<file path="config.mk">
export PLATFORM = sky130hd
export DESIGN_NAME = gate_driver_passive_mode_control
export DESIGN_NICKNAME = d
export VERILOG_FILES = /design/src/hdl/passive_ctrl_pkg.sv /design/src/hdl/sync_two_ff.sv /design/src/hdl/gate_driver_passive_mode_control.sv
export SDC_FILE = /design/constraint.sdc
export NUM_CORES = 1
export LEC_CHECK = 0
export ABC_AREA = 1
export BUFFER_PORTS_ARGS = -buffer_cell sky130_fd_sc_hd__clkbuf_2
export CAP_MARGIN = 0
export CORE_AREA = 2 2 56 58
export CTS_CLUSTER_SIZE = 20
export DETAILED_ROUTE_END_ITERATION = 8
export DIE_AREA = 0 0 58 60
export SYNTH_ARGS = -nofsm -noshare
export SYNTH_HDL_FRONTEND = slang
export SYNTH_SLANG_ARGS = --single-unit
</file>
<file path="constraint.sdc">
create_clock -name core_clk_i -period 0.98 [get_ports core_clk_i]
set_clock_uncertainty 0.05 [all_clocks]
set_input_delay 0.098 -clock core_clk_i [delete_from_list [all_inputs] [get_ports core_clk_i]]
set_output_delay 0.098 -clock core_clk_i [all_outputs]
set_load 0.01 [all_outputs]
</file>
<file path="src/hdl/passive_ctrl_pkg.sv">
// Package of constants and types for the passive-mode gate control
// Summary of operation
// - Pull-downs on when enable low or logic-off, except on driven brake switches
// - Normal active: pull-downs off, hold current on
// - Driver-disabling fault or fail-safe: pull-downs on
// - Passive bit with idle bridges, not in sleep/off: power down
// - Passive when requested-idle, sleep, or logic-off
// - Passive: only four brake switches driven
// - Selector 00: brake switches off
// - Selector 01: brake switches on statically
// - Selector 10: brake on overvoltage, flag pin low
// - Selector 11: brake on overvoltage and input high
// - Sleep battery dip latches selector 10 behaviour
// - Passive bit clear: selector only in sleep/off
package passive_ctrl_pkg;
    // Number of half-bridges and brake switches
    localparam int NUM_BRIDGES = 8;
    localparam int NUM_BRAKE = 4;
    // Half-bridge mode field codes that count as idle
    localparam logic [1:0] HB_MODE_OFF = 2'h0;
    localparam logic [1:0] HB_MODE_IDLE = 2'h3;
    // Passive brake selector encoding
    localparam logic [1:0] SEL_OFF = 2'h0;
    localparam logic [1:0] SEL_STATIC = 2'h1;
    localparam logic [1:0] SEL_OV = 2'h2;
    localparam logic [1:0] SEL_OV_GATED = 2'h3;
    // Reset values
    localparam logic DIP_LATCH_RESET = 1'b0;
    localparam logic PULLDOWN_RESET = 1'b1;
    // Operating state of the bridge driver
    typedef enum logic [1:0] {
        ST_ACTIVE = 2'b00,
        ST_PASSIVE = 2'b01,
        ST_FAULT = 2'b11
    } drive_state_type;
endpackage : passive_ctrl_pkg

</file>
<file path="src/hdl/sync_two_ff.sv">
// Two flip-flop synchroniser for one level input
`timescale 1ns/1ns
module sync_two_ff (
    input wire logic core_clk_i,
    input wire logic rst_i,
    input wire logic async_i,
    output logic sync_o
);
    logic meta_reg; // First stage, read only by second stage
    logic meta_next;
    logic sync_reg; // Second stage
    logic sync_next;

    // Next values of the two stages
    always_comb begin
        meta_next = async_i;
        sync_next = meta_reg;
    end

    // Register both stages
    always_ff @(posedge core_clk_i or posedge rst_i) begin
        if (rst_i) begin
            meta_reg <= 1'b0;
            sync_reg <= 1'b0;
        end else begin
            meta_reg <= meta_next;
            sync_reg <= sync_next;
        end
    end

    assign sync_o = sync_reg;
endmodule : sync_two_ff

</file>
<file path="src/hdl/gate_driver_passive_mode_control.sv">
// Top module deciding gate pull-downs and passive brake switch control
`timescale 1ns/1ns
module gate_driver_passive_mode_control #(
    parameter int NB = passive_ctrl_pkg::NUM_BRIDGES, // Half-bridge count
    parameter int NL = passive_ctrl_pkg::NUM_BRAKE // Brake switch count
) (
    input wire logic core_clk_i, // System clock
    input wire logic rst_i, // Asynchronous reset, active high
    input wire logic enable_pin_i, // Enable pin, low means sleep
    input wire logic logic_supply_off_i, // Logic supply below off level
    input wire logic battery_sleep_low_i, // Battery below sleep threshold
    input wire logic battery_overvoltage_i, // Battery above passive overvoltage threshold
    input wire logic brake_gate_input_i, // First PWM pin level
    input wire logic fault_disable_i, // Charge pump, supply or thermal fault
    input wire logic fail_safe_i, // Fail-safe mode
    input wire logic bridge_passive_request_i, // Passive-mode bit
    input wire logic [2*NB-1:0] half_bridge_drive_mode_i, // Mode fields, two bits each
    input wire logic [1:0] passive_brake_select_i, // Passive brake selector
    output logic high_pulldown_en_o, // Pull-downs on high-side gates
    output logic low_pulldown_en_o, // Pull-downs on other low-side gates
    output logic gate_hold_current_en_o, // Active hold discharge current
    output logic driver_power_down_o, // Gate driver powered down
    output logic bridge_passive_o, // Bridge driver in passive mode
    output logic [NL-1:0] low_switch_on_o, // Brake switches one to four
    output logic [NL-1:0] low_switch_pulldown_en_o, // Pull-downs on brake switches
    output logic open_drain_flag_pin_o, // Flag pin output level (always low)
    output logic open_drain_flag_pin_oe_o, // Flag pin pull-down enable
    output logic dip_latched_o // Forced overvoltage brake latched
);
    import passive_ctrl_pkg::*;

    // Synchronised pin-side inputs, two edges behind their pins
    logic en_s; // Enable pin, low means sleep
    logic vdd_off_s; // Logic supply below its off level
    logic vs_low_s; // Battery below sleep threshold
    logic vs_ov_s; // Battery above passive overvoltage threshold
    logic pwm_s; // Brake gate input level

    // Every pin-side level passes two flip-flops before any logic reads it
    // Trade-off: three edges from pin to output, but no metastable reads
    sync_two_ff u_sync_en (.core_clk_i(core_clk_i), .rst_i(rst_i), .async_i(enable_pin_i), .sync_o(en_s));
    sync_two_ff u_sync_vdd (.core_clk_i(core_clk_i), .rst_i(rst_i), .async_i(logic_supply_off_i),
                            .sync_o(vdd_off_s));
    sync_two_ff u_sync_low (.core_clk_i(core_clk_i), .rst_i(rst_i), .async_i(battery_sleep_low_i),
                            .sync_o(vs_low_s));
    sync_two_ff u_sync_ov (.core_clk_i(core_clk_i), .rst_i(rst_i), .async_i(battery_overvoltage_i),
                           .sync_o(vs_ov_s));
    sync_two_ff u_sync_pwm (.core_clk_i(core_clk_i), .rst_i(rst_i), .async_i(brake_gate_input_i),
                            .sync_o(pwm_s));

    // Registered state and outputs
    drive_state_type state_reg; // Operating state of the bridge driver
    drive_state_type state_next; // Next operating state
    logic dip_reg; // Battery dip latch
    logic dip_next; // Next value of the dip latch
    logic hpd_reg; // High-side gate pull-downs
    logic hpd_next; // Next high-side pull-down enable
    logic lpd_reg; // Pull-downs on the other low-side gates
    logic lpd_next; // Next low-side pull-down enable
    logic hold_reg; // Active hold discharge current
    logic hold_next; // Next hold current enable
    logic pdn_reg; // Gate driver power down
    logic pdn_next; // Next power down
    logic pass_reg; // Passive mode flag
    logic pass_next; // Next passive mode flag
    logic [NL-1:0] ls_reg; // Brake switch gate commands
    logic [NL-1:0] ls_next; // Next brake switch commands
    logic [NL-1:0] lspd_reg; // Brake switch pull-downs
    logic [NL-1:0] lspd_next; // Next brake switch pull-downs
    logic od_reg; // Flag pin open drain enable
    logic od_next; // Next open drain enable

    // Decoded conditions
    logic sleep_like; // Enable low or logic supply off
    logic bridges_idle; // Every mode field idle
    logic [1:0] eff_sel; // Selector after dip override
    logic brake_on;

    // Bridge idle detection over all mode fields
    always_comb begin
        bridges_idle = 1'b1;
        for (int i = 0; i < NB; i++) begin
            // Codes 00 and 11 leave a bridge idle; anything else drives it
            if (half_bridge_drive_mode_i[2*i +: 2] != HB_MODE_OFF &&
                half_bridge_drive_mode_i[2*i +: 2] != HB_MODE_IDLE) begin
                bridges_idle = 1'b0;
            end
        end
    end

    // Sleep or logic supply off, seen through the synchronisers
    assign sleep_like = !en_s || vdd_off_s;

    // Battery dip latch: sets while sleep-like and the battery dips
    always_comb begin
        // Hold by default; nothing but reset clears the latch
        dip_next = dip_reg;
        if (sleep_like && vs_low_s) begin
            // Dip seen: keep the overvoltage brake even after recovery
            dip_next = 1'b1;
        end
    end

    // Register the dip latch; only reset clears it
    always_ff @(posedge core_clk_i or posedge rst_i) begin
        if (rst_i) begin
            // Power-on state: no dip recorded
            dip_reg <= DIP_LATCH_RESET;
        end else begin
            dip_reg <= dip_next;
        end
    end

    // Next state and output values
    always_comb begin
        // Dip override applies only in sleep-like state
        if (sleep_like && (dip_reg || vs_low_s)) begin
            // A present dip counts at once, before the latch has caught it
            eff_sel = SEL_OV;
        end else begin
            // Host selector as given
            eff_sel = passive_brake_select_i;
        end
        // Passive decision; selector acts only if passive
        if (sleep_like || (bridge_passive_request_i && bridges_idle)) begin
            // Passive wins over faults: every pull-down is on there anyway, except on driven brake switches
            state_next = ST_PASSIVE;
        end else if (fault_disable_i || fail_safe_i) begin
            // Gate drivers disabled, pull-downs back on
            state_next = ST_FAULT;
        end else begin
            // Normal drive with hold current
            state_next = ST_ACTIVE;
        end
        // Brake switch decode
        // Overvoltage modes use the synchronised battery comparator
        case (eff_sel)
            SEL_OFF: brake_on = 1'b0;
            SEL_STATIC: brake_on = 1'b1;
            SEL_OV: brake_on = vs_ov_s;
            SEL_OV_GATED: brake_on = vs_ov_s && pwm_s;
            default: brake_on = 1'b0;
        endcase
        // Defaults: everything off and pulled down
        hpd_next = 1'b1;
        lpd_next = 1'b1;
        hold_next = 1'b0;
        pdn_next = 1'b0;
        pass_next = 1'b0;
        ls_next = '0;
        lspd_next = '1;
        od_next = 1'b0;
        case (state_next)
            ST_ACTIVE: begin
                // Active hold current replaces pull-downs
                hpd_next = 1'b0;
                lpd_next = 1'b0;
                // Brake switch pull-downs off too; hold current keeps them off
                lspd_next = '0;
                hold_next = 1'b1;
            end
            ST_PASSIVE: begin
                // Pull-downs on except driven brake switches
                pass_next = 1'b1;
                pdn_next = !sleep_like;
                ls_next = {NL{brake_on}};
                // Brake switch pull-downs follow the brake, never fight it
                lspd_next = {NL{!brake_on}};
                od_next = eff_sel[1];
            end
            ST_FAULT: begin
                // All gates pulled down, brakes off, no hold current
                hpd_next = 1'b1;
            end
            default: begin
                // Unused code: fall back to the safe defaults
                hpd_next = 1'b1;
            end
        endcase
    end

    // Register state and outputs
    always_ff @(posedge core_clk_i or posedge rst_i) begin
        if (rst_i) begin
            // Reset: every pull-down on, brakes off, hold current off
            state_reg <= ST_PASSIVE;
            hpd_reg <= PULLDOWN_RESET;
            lpd_reg <= PULLDOWN_RESET;
            hold_reg <= 1'b0;
            pdn_reg <= 1'b0;
            pass_reg <= 1'b0;
            ls_reg <= '0;
            lspd_reg <= '1;
            od_reg <= 1'b0;
        end else begin
            // Plain update on every edge
            state_reg <= state_next;
            hpd_reg <= hpd_next;
            lpd_reg <= lpd_next;
            hold_reg <= hold_next;
            pdn_reg <= pdn_next;
            pass_reg <= pass_next;
            ls_reg <= ls_next;
            lspd_reg <= lspd_next;
            od_reg <= od_next;
        end
    end

    // Outputs straight from flip-flops
    assign high_pulldown_en_o = hpd_reg;
    assign low_pulldown_en_o = lpd_reg;
    assign gate_hold_current_en_o = hold_reg;
    assign driver_power_down_o = pdn_reg;
    assign bridge_passive_o = pass_reg;
    assign low_switch_on_o = ls_reg;
    assign low_switch_pulldown_en_o = lspd_reg;
    // Open drain only ever pulls low; the enable says when
    assign open_drain_flag_pin_o = 1'b0;
    assign open_drain_flag_pin_oe_o = od_reg;
    assign dip_latched_o = dip_reg;
endmodule : gate_driver_passive_mode_control

</file>
; ---- Word level (Yosys, flattened, before mapping)
; Cells that the tools add are included.
[totals]
out_inout_bits = 16
ramBits = 0
latch_bits = 0
rom_bits = 0
wordCells = 78
register_bits = 24
memories = 0
input_bits = 28
[classes]
multipliers = 0
n_bitwise = 0
eq_ne = 12
div_mod_pow = 0
n_addsub = 0
n_mux = 19
order_cmp = 0
reduce_logical = 29
shifts = 0
[op_table]
columns = op, count
row1 = 2-bit inequality test (second input constant), 8
row2 = 2-bit nonzero test, 8
row3 = 1-bit two-way mux, 13
row4 = 1-bit logical AND, 12
row5 = 4-bit case mux with 2 select lines, 1
row6 = 2-bit two-way mux, 3
row7 = 2-bit by 1-bit equality test with 1-bit output (second input constant), 2
row8 = 2-bit equality test (second input constant), 2
row9 = 2-bit zero test, 2
row10 = 1-bit logical OR, 4
row11 = 4-bit two-way mux, 1
row12 = 1-bit case mux with 4 select lines, 1
row13 = 1-bit zero test, 3

; ---- Depth between registers and ports, before layout
[depth]
ltp_word = 15
depth_mapped = 10
depth_no_buf = 10

; ---- By module
; Synthesis repeated with hierarchy kept, for this count alone.
[unflattened]
hier_cells = 98
hier_area_um2 = 829.5
[by_module_without_submodules]
columns = mod, n_inst, seq_area_each_um2, area_each_um2, cells_each
row1 = gate_driver_passive_mode_control, 1, 202.7, 560.5, 83
row2 = sync_two_ff, 5, 50.0, 53.8, 3

; ---- Least setup slack after synthesis
; OpenSTA, ideal clock, no wires.
[synth_timing]
path_kind = register -> register
startpoint = reg dip_reg, in the netlist dip_latched_o
endpoint = reg ls_reg[2], in the netlist low_switch_on_o[2]
arrival_time_ns = 0.985
period_less_slack_ns = 1.113
required_time_ns = 0.853
n_path_buf = 0
setup_ns = 0.077
path_stages_with_launch = 8
setup_slack_ns = -0.133
path_cell_list = dfrtp_1 -> o21ai_2 -> nand2_2 -> inv_2 -> nand2_1 -> nand2_1 -> clkinv_1 -> a21oi_1
[synth_via]
elab_chain_cells = 6
elab_cells_between_ends = 9
cone_classes = eq/ne (3) / mux (3) / reduce/logical (3)
[synth_rtl]
columns = item, line_no
row1 = start: declaration, gate_driver_passive_mode_control.sv:54  ; logic dip_reg;
row2 = start signal: assignment, gate_driver_passive_mode_control.sv:110  ; dip_reg <= dip_next;
row3 = 1-bit logical OR *, gate_driver_passive_mode_control.sv:117  ; if (sleep_like && (dip_reg || vs_low_s)) begin
row4 = 1-bit logical AND *, gate_driver_passive_mode_control.sv:117
row5 = 2-bit two-way mux *, gate_driver_passive_mode_control.sv:117
row6 = 2-bit equality test (tied with other cells), gate_driver_passive_mode_control.sv:137  ; case (eff_sel)
row7 = 1-bit case mux with 4 select lines *, gate_driver_passive_mode_control.sv:137
row8 = 4-bit two-way mux *, gate_driver_passive_mode_control.sv:153  ; case (state_next)
row9 = end signal: assignment, gate_driver_passive_mode_control.sv:203  ; ls_reg <= ls_next;
row10 = end: declaration, gate_driver_passive_mode_control.sv:66  ; logic [NL-1:0] ls_reg;
; Mark *: on every way between the ends. The rest lies on a longest branch, timed or not.
; A chain may end at the register's enable or synchronous reset.

==> impl_metrics.env <==
export IMPL_status="finished, violations left"
export IMPL_violations="negative setup slack"
export IMPL_die_area_um2=3480
export IMPL_die_w_um=58
export IMPL_cap_violations=0
export IMPL_worstPathMaxFanout=4
export IMPL_r2r_cells=8
export IMPL_coreArea_um2=2900
export IMPL_yosysWarnings=0
export IMPL_design_area_um2=1260
export IMPL_setup_violations=17
export IMPL_leakage_nw=0.724
export IMPL_cts_sinks=18
export IMPL_globalRoute_totalOverflow=0
export IMPL_yosysUniqueCellTypes=19
export IMPL_drcViolationCount=0
export IMPL_tns_ns=-1.81
export IMPL_vdd_drop_max_mv=1.14
export IMPL_postSynthCellCount=94
export IMPL_powerDensity_nw_per_um2=1220
export IMPL_cp_depth=1
export IMPL_reg2reg_slack_ns=-0.17
export IMPL_numCtsBuffers=3
export IMPL_die_h_um=60
export IMPL_slew_viol_final=0
export IMPL_cts_reportedPaths_clkPinSlew_ns=0.10
export IMPL_grt_pass1_vias=698
export IMPL_place_gp_congestion=0.677
export IMPL_final_antenna_net_count=0
export IMPL_synth_top_area_frac=0.486
export IMPL_ios=44
export IMPL_antenna_found_initial=0
export IMPL_dr_pass1_iters=3
export IMPL_ys_top_cells_by_count="nand2_1, inv_1, dfrtp_1, buf_4, inv_2"
export IMPL_fmax_ghz=0.873
export IMPL_yosysMostFrequentCell="nand2_1"
export IMPL_endpoint="low_switch_pulldown_en_o[1]"
export IMPL_tritoncts="done"
export IMPL_worst_slack_ns=-0.165
export IMPL_initial_utilization=0.284
export IMPL_synth_area_leaders="dfrtp_1, nand2_1, inv_1"
export IMPL_worstReg2RegEnd="low_switch_pulldown_en_o[2]$_DFF_PP1_"
export IMPL_rsz0062_at_grt="yes"
export IMPL_grt_pass1_wl_um=2520
export IMPL_rows=20
export IMPL_netlist_area_um2=825
export IMPL_min_period_ns=1.15
export IMPL_port_buffers=42
export IMPL_crit_required_ns=0.83
export IMPL_ys_flop_type="dfrtp_1"
export IMPL_synth_largest_area_cell="dfrtp_1"
export IMPL_multi_input_area_um2=238
export IMPL_dp_hpwl_um=1150
export IMPL_end_kind="output port"
export IMPL_place_area_um2=1060
export IMPL_clockRootBuffer="clkbuf_4"
export IMPL_final_nets=175
export IMPL_routedWlPerCell_um=8.58
export IMPL_synth_edf_count=0
export IMPL_n_antenna_cell=0
export IMPL_min_period_over_period=1.17
export IMPL_pre_cts_ws_ns=-0.131
export IMPL_drtIter0Drc=3
export IMPL_whs_ns=0.0646
export IMPL_synth_avg_cell_area_um2=8.77
export IMPL_slowest_delay_ns=0.60
export IMPL_via_per_inst=3.96
export IMPL_crit_slowest_cell="dfstp_2"
export IMPL_vias=708
export IMPL_synthArstFlopShare=1.00
export IMPL_critPathArrivalTime_ns=1.00
export IMPL_clk_latency_ns=0.28
export IMPL_grt_max_degree=19
export IMPL_syn_num_nets=122
export IMPL_critPathKind="reg -> out"
export IMPL_clock_path_buffers=2
export IMPL_synth_seq_cells=18
export IMPL_wl_um=1540
export IMPL_crit_buf_inv=1
export IMPL_crit_path_start="low_switch_pulldown_en_o[2]$_DFF_PP1_"
export IMPL_cts_htree_levels=1
export IMPL_nFillCells=288
export IMPL_grt_use_total=0.0966
export IMPL_critPathLaunchType="flip-flop"
export IMPL_layout_drive_gt1_share=0.500
export IMPL_ys_seq_area_frac=0.549
export IMPL_rr_startpoint="u_sync_low.sync_o$_DFF_PP0_"
export IMPL_critical_path_top_delay_family="flip-flops"
export IMPL_ff_latch_area_um2=453
export IMPL_area_delta_synth_final_pct=53.3
export IMPL_finish_utilization=0.435
export IMPL_hp_class="in -> reg"
export IMPL_finalHoldViolations=0
export IMPL_cp_cell_sequence="buf_6"
what timing repair did:
action / in CTS / in global routing
hold endpoints to repair: 23 / 0
hold buffers: 6 / 0
endpoints found under the setup margin: 16 / 21
resized for setup: 5 / 22
buffers inserted: 1 / 4
pin swaps: 3 / 7
worst min path at each step:
stage | to | slack (ns) | start | depth (start not counted)
6_report | gate_hold_current_en_o$_DFF_PP0_ | 0.06 | fail_safe_i | 4
3_3_place_gp | u_sync_en.meta_reg$_DFF_PP0_ | 0.04 | rst_i | 3
3_5_place_dp | u_sync_vdd.meta_reg$_DFF_PP0_ | 0.05 | rst_i | 3
4_1_cts | gate_hold_current_en_o$_DFF_PP0_ | 0.05 | fail_safe_i | 4
2_1_floorplan | bridge_passive_o$_DFF_PP0_ | -0.01 | rst_i | 1
5_1_grt | gate_hold_current_en_o$_DFF_PP0_ | 0.06 | fail_safe_i | 4
layer usage:
layer	global-route usage	routed length, um	share of wire
met3	0.0455	104	0.068
met1	0.0861	583	0.38
met4	0.0199	0	0
met2	0.195	848	0.55
met5	0	0	0
metrics by stage:
step | std cells | total power, mW
2_1_floorplan | 94 | 0.965
3_3_place_gp | 166 | 1.05
3_5_place_dp | 166 | 1.05
4_1_cts | 177 | 1.54
5_1_grt | 179 | 1.65
6_report | 179 | 1.55
power breakdown:
group / switching (mW) / internal [mW] / total [mW] / leakage (nW)
Clock: 0.213 / 0.226 / 0.439 / 0.0210
Combinational: 0.139 / 0.166 / 0.305 / 0.496
Sequential: 0.0205 / 0.783 / 0.803 / 0.208
worst min-delay path: cells and delay by family:
kind                   cells  cell delay (ns)
buffers and inverters      2             0.10
and+or+nand+nor            2             0.18
cell families after synthesis:
| family | Yosys count | share of synthesized area |
|---|---|---|
| AND/OR/NAND/NOR | 35 | 0.203 |
| buffers and inverters | 33 | 0.187 |
| flip-flops | 18 | 0.549 |
| AO/OA/AOI/OAI | 6 | 0.0455 |
| XOR/XNOR | 1 | 0.0106 |
| other | 1 | 0.00455 |
layout make-up:
class                   count  share of cell area
flip-flops and latches     18               0.358
well taps                  33              0.0327
repair buffers             56               0.313
inverters                  25              0.0792
multi-input cells          43               0.188
clock buffers               4              0.0287
layout by cell type, fill, tap and decap left out, drive strengths merged:
cell type	instances
clkbuf	36
nand2	25
inv	24
buf	18
dfrtp	16
dlygate4sd3	6
nor2	5
nand3	5
a21oi	3
o21ai	3
dfstp	2
xor2	1
clkinv	1
conb	1
(Power assumes the default switching activity.)
